$ cat config.mk
export PLATFORM = sky130hd
export DESIGN_NAME = pei_top
export DESIGN_NICKNAME = d
export VERILOG_FILES = /design/src/include/pei_pkg.sv /design/src/verilog/pei_sync.sv /design/src/verilog/pei_edge.sv /design/src/verilog/pei_top.sv
export SDC_FILE = /design/constraint.sdc
export NUM_CORES = 1
export LEC_CHECK = 0
export ABC_AREA = 1
export BUFFER_PORTS_ARGS = -buffer_cell sky130_fd_sc_hd__buf_4
export CAP_MARGIN = 0
export CORE_ASPECT_RATIO = 0.8
export CORE_MARGIN = 4
export CORE_UTILIZATION = 34
export CTS_CLUSTER_SIZE = 14
export DETAILED_ROUTE_END_ITERATION = 7
export PLACE_DENSITY = 0.52
export SETUP_SLACK_MARGIN = 0.3
export SYNTH_ARGS = -nofsm -noshare
export SYNTH_HDL_FRONTEND = slang
export SYNTH_SLANG_ARGS = --single-unit
$ cat constraint.sdc
create_clock -name clock -period 2.41 [get_ports clock]
set_input_delay 0.3615 -clock clock [delete_from_list [all_inputs] [get_ports clock]]
set_output_delay 0.3615 -clock clock [all_outputs]
set_load 0.1 [all_outputs]
$ cat src/include/pei_pkg.sv
/*
  Constants of the port edge interrupt and key-scan access block:
  system register addresses, field positions and reset values.
  Assumes a 4-bit system register space with 6-bit addresses.
*/
package pei_pkg;

  // Bus widths
  localparam int ADDR_W = 6;
  localparam int DATA_W = 4;
  localparam int PORT_W = 4;
  localparam int NUM_PORTS = 6;
  localparam int PIN_W = PORT_W * NUM_PORTS;

  // Register addresses
  localparam logic [5:0] ADDR_PORT_MODE = 6'h15;
  localparam logic [5:0] ADDR_ACCESS_CDEF = 6'h1C;
  localparam logic [5:0] ADDR_ACCESS_AB = 6'h1D;
  localparam logic [5:0] ADDR_IRQ_STATUS = 6'h30;
  localparam logic [5:0] ADDR_IRQ_MASK = 6'h31;
  localparam logic [5:0] ADDR_SEG_SELECT = 6'h32;
  localparam logic [5:0] ADDR_ALT_FUNC = 6'h33;

  // Port mode register fields
  localparam int PULL_ENABLE_BIT = 3;
  localparam int PULL_DIR_BIT = 2;

  // Access register fields (first register: C D E F in bits 3..0)
  localparam int ACC_C_BIT = 3;
  localparam int ACC_D_BIT = 2;
  localparam int ACC_E_BIT = 1;
  localparam int ACC_F_BIT = 0;
  localparam int ACC_A_BIT = 1;
  localparam int ACC_B_BIT = 0;

  // Port indices within the pin vectors
  localparam int PORT_A = 0;
  localparam int PORT_B = 1;
  localparam int PORT_C = 2;

  // Interrupt status and mask fields
  localparam int IRQ_GROUP_BIT = 0;
  localparam int IRQ_EXT_BIT = 1;
  localparam int IRQ_W = 2;

  // Reset values
  localparam logic [3:0] PORT_MODE_RST = 4'h0;
  localparam logic [3:0] ACCESS_RST = 4'h0;
  localparam logic [1:0] IRQ_MASK_RST = 2'h0;
  localparam logic [3:0] SEG_SELECT_RST = 4'h0;
  localparam logic ALT_FUNC_RST = 1'b0;

  // Synchroniser depth for pin inputs
  localparam int SYNC_STAGES = 3;

endpackage : pei_pkg

$ cat src/verilog/pei_sync.sv
/*
  Three-stage pin synchroniser with agreement filter.
  Assumes asynchronous pin levels and one system clock.
*/
`timescale 1ns/1ps
module pei_sync #(
  parameter int WIDTH = 1
) (
  input wire logic clock,
  input wire logic reset,
  input wire logic [WIDTH-1:0] async_in,
  output logic [WIDTH-1:0] level_out
);
  logic [WIDTH-1:0] stage1_reg;
  logic [WIDTH-1:0] stage2_reg;
  logic [WIDTH-1:0] stage3_reg;

  // Shift chain; first stage feeds only the second
  always_ff @(posedge clock) begin
    if (reset) begin
      stage1_reg <= '0;
      stage2_reg <= '0;
      stage3_reg <= '0;
    end else begin
      stage1_reg <= async_in;
      stage2_reg <= stage1_reg;
      stage3_reg <= stage2_reg;
    end
  end

  // Accept a bit once second and third stages agree
  always_ff @(posedge clock) begin
    if (reset) begin
      level_out <= '0;
    end else begin
      for (int i = 0; i < WIDTH; i++) begin
        if (stage2_reg[i] == stage3_reg[i]) begin
          level_out[i] <= stage3_reg[i];
        end
      end
    end
  end

endmodule : pei_sync

$ cat src/verilog/pei_edge.sv
/*
  Edge detector on one synchronised level, rising or falling.
  Assumes the level is already on the system clock.
*/
`timescale 1ns/1ps
module pei_edge (
  input wire logic clock,
  input wire logic reset,
  input wire logic level_in,
  input wire logic falling_sel,
  output logic edge_pulse
);
  logic active;
  logic prev_reg;

  // Normalise so the wanted edge is always low to high
  assign active = falling_sel ? ~level_in : level_in;

  // Previous level and one-cycle pulse
  always_ff @(posedge clock) begin
    if (reset) begin
      prev_reg <= 1'b1;
      edge_pulse <= 1'b0;
    end else begin
      prev_reg <= active;
      edge_pulse <= active & ~prev_reg;
    end
  end

endmodule : pei_edge

$ cat src/verilog/pei_top.sv
/*
  Port edge interrupt and key-scan access control of a 4-bit MCU.
  Holds the port mode register, the two write-only access registers,
  interrupt status and mask, segment select and alternate function.
  Assumes port data and direction come from the base port logic,
  pins are asynchronous, and the system register port is on clock.
*/
`timescale 1ns/1ps
// Notes on behaviour
// - No new rising group request until all group pins return low.
// - No new falling group request until all group pins return high.
// - Ports C to F selectable as general I/O or LCD segment drivers.
// - Access bit one disconnects pull resistor and blocks port I/O.
// - Access bit zero restores pull resistor and port I/O.
// - Access bits write-only; C D E F in 3..0, A B in 1..0.
// - Pull-high needs enable, direction one, data one; low the reverse.
// - Mode register: pull enable bit 3, pull direction bit 2.
module pei_top #(
  parameter logic [1:0] BOND_OPTION = 2'h0
) (
  input wire logic clock,
  input wire logic reset,
  input wire logic [pei_pkg::ADDR_W-1:0] reg_addr,
  input wire logic [pei_pkg::DATA_W-1:0] reg_wdata,
  input wire logic reg_wr,
  input wire logic reg_rd,
  output logic [pei_pkg::DATA_W-1:0] reg_rdata,
  input wire logic [pei_pkg::PIN_W-1:0] pin_in,
  input wire logic [pei_pkg::PIN_W-1:0] port_data,
  input wire logic [pei_pkg::PIN_W-1:0] port_dir,
  output logic [pei_pkg::PIN_W-1:0] pull_high_en,
  output logic [pei_pkg::PIN_W-1:0] pull_low_en,
  output logic [pei_pkg::PIN_W-1:0] pin_read,
  output logic [pei_pkg::NUM_PORTS-1:0] port_io_enable,
  output logic [3:0] seg_select,
  output logic port_group_edge_interrupt,
  output logic external_edge_interrupt,
  output logic irq
);
  import pei_pkg::*;

  // Expand one bit per port to one bit per pin
  function automatic logic [PIN_W-1:0] expand_ports(
    input logic [NUM_PORTS-1:0] per_port
  );
    logic [PIN_W-1:0] result;
    result = '0;
    for (int p = 0; p < NUM_PORTS; p++) begin
      result[p*PORT_W +: PORT_W] = {PORT_W{per_port[p]}};
    end
    return result;
  endfunction : expand_ports

  // Register state
  logic pull_resistor_enable_reg;
  logic pull_direction_select_reg;
  logic port_c_access_disable_reg;
  logic port_d_access_disable_reg;
  logic port_e_access_disable_reg;
  logic port_f_access_disable_reg;
  logic port_a_access_disable_reg;
  logic port_b_access_disable_reg;
  logic [IRQ_W-1:0] irq_status_reg;
  logic [IRQ_W-1:0] irq_mask_reg;
  logic [3:0] seg_select_reg;
  logic alt_func_reg;

  // Decoded strobes
  logic wr_mode;
  logic wr_access_cdef;
  logic wr_access_ab;
  logic wr_status;
  logic wr_mask;
  logic wr_seg;
  logic wr_alt;

  // Internal signals
  logic [NUM_PORTS-1:0] access_disable;
  logic [PIN_W-1:0] access_mask;
  logic [PIN_W-1:0] pin_level;
  logic [2*PORT_W-1:0] group_pins;
  logic group_any_high;
  logic group_all_high;
  logic group_level;
  logic group_edge;
  logic ext_edge;
  logic [IRQ_W-1:0] irq_events;
  logic [PIN_W-1:0] pull_high_next;
  logic [PIN_W-1:0] pull_low_next;
  logic [DATA_W-1:0] rdata_next;

  // Write address decode
  assign wr_mode = reg_wr && (reg_addr == ADDR_PORT_MODE);
  assign wr_access_cdef = reg_wr && (reg_addr == ADDR_ACCESS_CDEF);
  assign wr_access_ab = reg_wr && (reg_addr == ADDR_ACCESS_AB);
  assign wr_status = reg_wr && (reg_addr == ADDR_IRQ_STATUS);
  assign wr_mask = reg_wr && (reg_addr == ADDR_IRQ_MASK);
  assign wr_seg = reg_wr && (reg_addr == ADDR_SEG_SELECT);
  assign wr_alt = reg_wr && (reg_addr == ADDR_ALT_FUNC);

  // Port mode register: pull enable and pull direction
  always_ff @(posedge clock) begin
    if (reset) begin
      pull_resistor_enable_reg <= PORT_MODE_RST[PULL_ENABLE_BIT];
      pull_direction_select_reg <= PORT_MODE_RST[PULL_DIR_BIT];
    end else if (wr_mode) begin
      pull_resistor_enable_reg <= reg_wdata[PULL_ENABLE_BIT];
      pull_direction_select_reg <= reg_wdata[PULL_DIR_BIT];
    end
  end

  // Access register for ports C to F, write-only
  always_ff @(posedge clock) begin
    if (reset) begin
      port_c_access_disable_reg <= ACCESS_RST[ACC_C_BIT];
      port_d_access_disable_reg <= ACCESS_RST[ACC_D_BIT];
      port_e_access_disable_reg <= ACCESS_RST[ACC_E_BIT];
      port_f_access_disable_reg <= ACCESS_RST[ACC_F_BIT];
    end else if (wr_access_cdef) begin
      port_c_access_disable_reg <= reg_wdata[ACC_C_BIT];
      port_d_access_disable_reg <= reg_wdata[ACC_D_BIT];
      port_e_access_disable_reg <= reg_wdata[ACC_E_BIT];
      port_f_access_disable_reg <= reg_wdata[ACC_F_BIT];
    end
  end

  // Access register for ports A and B, write-only
  always_ff @(posedge clock) begin
    if (reset) begin
      port_a_access_disable_reg <= ACCESS_RST[ACC_A_BIT];
      port_b_access_disable_reg <= ACCESS_RST[ACC_B_BIT];
    end else if (wr_access_ab) begin
      port_a_access_disable_reg <= reg_wdata[ACC_A_BIT];
      port_b_access_disable_reg <= reg_wdata[ACC_B_BIT];
    end
  end

  // Segment select for ports C to F, one means LCD segment
  always_ff @(posedge clock) begin
    if (reset) begin
      seg_select_reg <= SEG_SELECT_RST;
    end else if (wr_seg) begin
      seg_select_reg <= reg_wdata;
    end
  end

  // Alternate function flag for ports B and C
  always_ff @(posedge clock) begin
    if (reset) begin
      alt_func_reg <= ALT_FUNC_RST;
    end else if (wr_alt) begin
      alt_func_reg <= reg_wdata[0];
    end
  end

  // Interrupt mask
  always_ff @(posedge clock) begin
    if (reset) begin
      irq_mask_reg <= IRQ_MASK_RST;
    end else if (wr_mask) begin
      irq_mask_reg <= reg_wdata[IRQ_W-1:0];
    end
  end

  // Per-port access disable in port order A..F
  assign access_disable = {port_f_access_disable_reg,
                           port_e_access_disable_reg,
                           port_d_access_disable_reg,
                           port_c_access_disable_reg,
                           port_b_access_disable_reg,
                           port_a_access_disable_reg};
  assign access_mask = expand_ports(~access_disable);

  // Pin synchroniser for all port pins
  pei_sync #(
    .WIDTH(PIN_W)
  ) u_pin_sync (
    .clock(clock),
    .reset(reset),
    .async_in(pin_in),
    .level_out(pin_level)
  );

  // Group level: any pin high for rising, all pins high for falling
  assign group_pins = pin_level[PORT_B*PORT_W +: 2*PORT_W];
  assign group_any_high = |group_pins;
  assign group_all_high = &group_pins;
  assign group_level = pull_direction_select_reg ?
                       group_all_high : group_any_high;

  // Group edge detector on the combined level
  pei_edge u_group_edge (
    .clock(clock),
    .reset(reset),
    .level_in(group_level),
    .falling_sel(pull_direction_select_reg),
    .edge_pulse(group_edge)
  );

  // External edge detector on port A bit 0
  pei_edge u_ext_edge (
    .clock(clock),
    .reset(reset),
    .level_in(pin_level[PORT_A*PORT_W]),
    .falling_sel(pull_direction_select_reg),
    .edge_pulse(ext_edge)
  );

  // Interrupt events; group source gated off by alternate function
  assign irq_events[IRQ_GROUP_BIT] = group_edge & ~alt_func_reg;
  assign irq_events[IRQ_EXT_BIT] = ext_edge;

  // Sticky status, write one to clear, a new event wins
  always_ff @(posedge clock) begin
    if (reset) begin
      irq_status_reg <= '0;
    end else begin
      for (int i = 0; i < IRQ_W; i++) begin
        if (irq_events[i]) begin
          irq_status_reg[i] <= 1'b1;
        end else if (wr_status && reg_wdata[i]) begin
          irq_status_reg[i] <= 1'b0;
        end
      end
    end
  end

  // Interrupt line
  always_ff @(posedge clock) begin
    if (reset) begin
      irq <= 1'b0;
    end else begin
      irq <= |(irq_status_reg & irq_mask_reg);
    end
  end

  // Status bits as level outputs
  always_ff @(posedge clock) begin
    if (reset) begin
      port_group_edge_interrupt <= 1'b0;
      external_edge_interrupt <= 1'b0;
    end else begin
      port_group_edge_interrupt <= irq_status_reg[IRQ_GROUP_BIT];
      external_edge_interrupt <= irq_status_reg[IRQ_EXT_BIT];
    end
  end

  // Pull resistors on input pins only, gated by access
  always_comb begin
    pull_high_next = '0;
    pull_low_next = '0;
    if (pull_resistor_enable_reg) begin
      if (pull_direction_select_reg) begin
        pull_high_next = port_data & ~port_dir & access_mask;
      end else begin
        pull_low_next = ~port_data & ~port_dir & access_mask;
      end
    end
  end

  // Registered pull enables
  always_ff @(posedge clock) begin
    if (reset) begin
      pull_high_en <= '0;
      pull_low_en <= '0;
    end else begin
      pull_high_en <= pull_high_next;
      pull_low_en <= pull_low_next;
    end
  end

  // Pin read data, blocked ports read as zero
  always_ff @(posedge clock) begin
    if (reset) begin
      pin_read <= '0;
    end else begin
      pin_read <= pin_level & access_mask;
    end
  end

  // Port I/O enable per port for the base port logic
  always_ff @(posedge clock) begin
    if (reset) begin
      port_io_enable <= '0;
    end else begin
      port_io_enable <= ~access_disable;
    end
  end

  // Segment select output
  always_ff @(posedge clock) begin
    if (reset) begin
      seg_select <= SEG_SELECT_RST;
    end else begin
      seg_select <= seg_select_reg;
    end
  end

  // Read multiplexer; write-only and unmapped read as zero
  always_comb begin
    rdata_next = '0;
    case (reg_addr)
      ADDR_PORT_MODE: begin
        rdata_next = {pull_resistor_enable_reg,
                      pull_direction_select_reg, BOND_OPTION};
      end
      ADDR_IRQ_STATUS: begin
        rdata_next = {2'h0, irq_status_reg};
      end
      ADDR_IRQ_MASK: begin
        rdata_next = {2'h0, irq_mask_reg};
      end
      ADDR_SEG_SELECT: begin
        rdata_next = seg_select_reg;
      end
      ADDR_ALT_FUNC: begin
        rdata_next = {3'h0, alt_func_reg};
      end
      default: begin
        rdata_next = '0;
      end
    endcase
  end

  // Read data one cycle after the strobe, zero otherwise
  always_ff @(posedge clock) begin
    if (reset) begin
      reg_rdata <= '0;
    end else if (reg_rd) begin
      reg_rdata <= rdata_next;
    end else begin
      reg_rdata <= '0;
    end
  end

endmodule : pei_top

# After elaboration in Yosys (flattened, before gate mapping)
# Index checks and enable logic that the tools add are counted.
[totals]
ff_bits = 206
wordCells = 129
[op_classes]
n_eq_ne = 31
n_mux = 8
bitwise_logic = 20
reduce_logical = 17
[op_table]
columns = ["operator", "n"]
rows = [
  ["bitwise AND 24 bit", 5],
  ["NOT 24 bit", 2],
  ["equality test 1 bit", 24],
  ["equality test 6 bit (second input constant)", 4],
  ["case mux 4 bit (5 select lines)", 1],
  ["equality test 6 x 5 -> 1 bit (second input constant)", 3],
  ["logical AND 1 bit", 9],
  ["NOT 1 bit", 8],
  ["AND reduction 8 bit", 1],
  ["OR reduction 8 bit", 1],
  ["2-to-1 mux 1 bit", 7],
  ["NOT 6 bit", 1],
  ["OR reduction 3 bit", 2],
  ["nonzero test 2 bit", 2],
  ["OR reduction 2 bit", 2],
  ["bitwise AND 1 bit", 3],
  ["bitwise AND 2 bit", 1],
]

# Depth between registers and ports, before layout
[depth]
ltp_word = 5
ltp_mapped = 7
ltp_nobuf = 7

# Hierarchy
# A second synthesis with hierarchy kept.
[hier_totals]
hier_cells = 750
hier_area_um2 = 6925.4
[modules_own_cells]
columns = ["mod", "n_inst", "cells_each", "area_per_inst_um2"]
rows = [
  ["pei_top", 1, 405, 3757.4],
  ["pei_sync", 1, 323, 3015.4],
  ["pei_edge", 2, 11, 76.3],
]

# Worst setup path after synthesis
# No wires, ideal clock.
[synth_path]
path_kind = "register to output"
startpoint = "register external_edge_interrupt"
endpoint = "output external_edge_interrupt"
arrival_ps = 909
t_required_ps = 2049
slack_ps = 1140
path_stages_with_launch = 1
path_buffers = 0
path_cell_list = "dfxtp_1"
[synth_rtl]
columns = ["element", "line", "text"]
rows = [
  ["start, declared", "pei_top.sv:37", "output logic external_edge_interrupt,"],
  ["start signal, assigned", "pei_top.sv:244", "external_edge_interrupt <= irq_status_reg[IRQ_EXT_BIT];"],
]
# No word-level cell between the ends.

# Worst setup path in the final report
[layout_path]
startpoint = "register pin_read[4] (netlist name)"
endpoint = "output pin_read[4] (netlist name)"
[layout_rtl]
columns = ["element", "line", "text"]
rows = [
  ["start, declared", "pei_top.sv:33", "output logic [pei_pkg::PIN_W-1:0] pin_read,"],
  ["start signal, assigned", "pei_top.sv:277", "pin_read <= pin_level & access_mask;"],
]
# No word-level cell between the ends.

==> impl_results.md <==
- Status: complete, no violations
- Slew Viols, Final: 0
- Pwr dens: 797 nW/um2
- Post-route antenna net violation count: 0
- Final hold violation count: 0
- Static Leak: 3.96 nW
- # port buffers: 174
- Unrepaired setup endpoints after global routing: no
- # nets final: approximately 980
- Sequential power share: 47.7%
- H-tree depth: 1
- CTS Sinks: between 200 and 250
- Top Family by Delay on Critical Path: flip-flops
- Count leader, synth: dfxtp_1
- Sum of negative setup slack: 0 ps
- Crit path capture type: output pin
- Inserted Clock Buffers: 22
- Largest net degree at the start of global routing: 63
- Worst path max stage delay: 360 ps
- Cts hold-fix bufs: 0
- Peak Freq: about 660 MHz
- Top_reg_cell synth: dfxtp_1
- Number of setup buffers added after CTS: 0
- Slowest library cell on the worst path: dfxtp_1
- # setup viols final: 0
- Post-Route WL: about 16,000 um
- Least-Margin Pin Slew: 867 ps
- Register area share after synthesis: 59.5%
- FFs w/ async S/R, synth: 0%
- Switching part of the total: between 20% and 30%
- Multi-input logic area: 2060 um2
- Layout cells sized above 1: between 30% and 40%
- Post-DP HPWL: between 10,000 and 15,000 um
- Critical path type: register to output pin
- Psw: 0.00157 W
- EDFF count, synth: 0
- Top cell type's share of synthesized area: 59.5%
- Yosys top cell by area: dfxtp_1
- Crit path cell chain: buf_4
- Die area: 22,700 um2
- Worst-path clk slew: roughly 60 ps
- Period utilization: between 60% and 70%
- Ports: 175
- Comb pwr share: 5.2%
- Cell Area, Synth: ~6900 um2
- DRC viols: 0
- Post-CTS Resized: 0
- Synth Net Count: 799
- CTS tree: done
- Synth unique cells: 31
- Worst vdd ir: 0.355 mV
- Via count: between 4k and 5k
- Die W: 168 um
- Slew headroom: 42.1%
- Nature of the critical path startpoint: register
- Num rows: 46
- Flops & latches, synth: 206
- Worst EP arrival: roughly 1200 ps
- Gpl congestion: approximately 0.77
- GRT Util Overall: 13.6%
- Initial antenna violation count: 0
- DR iter-0 viols: ~260
- Minimum clock period: ~1500 ps
- Layout area overhead: 32.5%
- Worst EP required: 2050 ps
- Clk network pwr share: 47.2%
- Top post-synthesis cells by count: 206 x dfxtp_1, 145 x inv_1, 142 x nor2_1, 33 x nand2_1, 28 x a21oi_1
- Detailed-route vias per instance: 4.19
- N_diodes: 0
- Vias in the first global route: 4,614
- Maximum Capacitance Violations: 0
- Wire per inst: 13.6 um
- Core Box Area: ~20,000 um2
- Synth warn: 0
- Crit path buf inv count: 1
- First-pass GRT wire length: 24,900 um
- Hold Slack: 34.9 ps
- Initial Util: around a third
- Clock buffer depth: 3
- Reg area: 4120 um2
- Filler cell count: 1,958
- DRT Pass-1 Iters: 5
- Crit Path Max Fanout: 1
- Worst-Skew Late Latency: roughly 490 ps
- Worst Skew: 8.01 ps
- Gate Count Post-Synth: 713
- Top cells by area, synth: dfxtp_1 59%, inv_1 7.9%, nor2_1 7.7%
- P_int: around 0.0058 W
- Grt ovf: 0
- Root Buffer: clkbuf_16
- Die Y: 136 um
- R2R setup slack: 1030 ps
- Avg Synthesized Cell Area: 9.72 um2
- Hold Path Class: input port to register
==> path summary, 6_finish.rpt <==
path                                     startpoint                          endpoint  cells past startpoint
max reg2reg  pull_direction_select_reg$_SDFFE_PP0P_       pull_high_en[23]$_SDFF_PP0_                      3
min                                    port_data[0]         pull_low_en[0]$_SDFF_PP0_                      2
max                          pin_read[4]$_SDFF_PP0_                       pin_read[4]                      1
min reg2reg          u_ext_edge.prev_reg$_SDFF_PP1_  u_ext_edge.edge_pulse$_SDFF_PP0_                      1
==> power groups by stage <==
| stage | clock, W | sequential, W | combinational (W) |
|---|---|---|---|
| after floorplan | 0 | 0.00361 | 0.000152 |
| after global placement | 0 | 0.00357 | 0.000381 |
| after detailed placement | 0 | 0.00357 | 0.000382 |
| after CTS | 0.00356 | 0.00349 | 0.000383 |
| after global routing | 0.00369 | 0.00350 | 0.000415 |
| final | 0.00345 | 0.00349 | 0.000377 |
==> metal layers <==
metal / part of all wire (%) / global-route usage, %
met1: 50 / 19.3
met3: 6.2 / 3.24
met4: 1.5 / 3.20
met2: 42 / 20.9
met5: 0 / 0
==> logic make-up after synthesis <==
logic type      Yosys count  synth area share [%]
compound gates           59                  5.18
simple gates            271                  24.5
buf+inv                 176                  10.7
xor+xnor                  1                 0.126
flops                   206                  59.5
==> metrics by stage <==
step                instance area (um2)  total power (W)  setup WS, ps  cells  util, %
floorplan                          6930          0.00376          1140    713        -
global route                       9180          0.00761           856   1169     46.1
global placement                   8420          0.00395           738   1130     42.3
finish                             9180          0.00732           897   1169     46.1
CTS                                9180          0.00744           865   1169     46.1
detailed placement                 8420          0.00395           696   1130     42.3
==> layout by cell type (no fill, tap or decap) <==
cell type / count
buf_4: 179
clkbuf_1: 4
nand3b_1: 1
nand3_2: 2
nor2_4: 3
nor2_1: 142
inv_2: 4
nor4_4: 20
clkbuf_8: 6
a22o_1: 1
nor3_4: 1
o21ai_0: 6
clkinvlp_4: 1
clkbuf_16: 23
dfxtp_1: 206
clkinv_2: 2
clkinv_1: 1
nand2_2: 5
nand4_1: 8
nand2_1: 33
inv_1: 145
nand3_4: 1
bufinv_16: 2
nor4_2: 19
a211oi_1: 24
nand3_1: 17
clkinv_4: 1
xnor2_1: 1
nor2_2: 4
nor4_1: 7
or2_2: 1
a21oi_1: 28
nor3_1: 5
nor3b_1: 1
or2_1: 1
==> cell type report <==
class / count / area share [%]
Inverter: 150 / 6.13
Multi-Input combinational cell: 331 / 22.5
Sequential cell: 206 / 44.9
Clock buffer: 33 / 7.33
Tap cell: 264 / 3.60
Clock inverter: 6 / 0.940
Timing Repair Buffer: 179 / 14.6
Power figures use the tool's default switching activity.
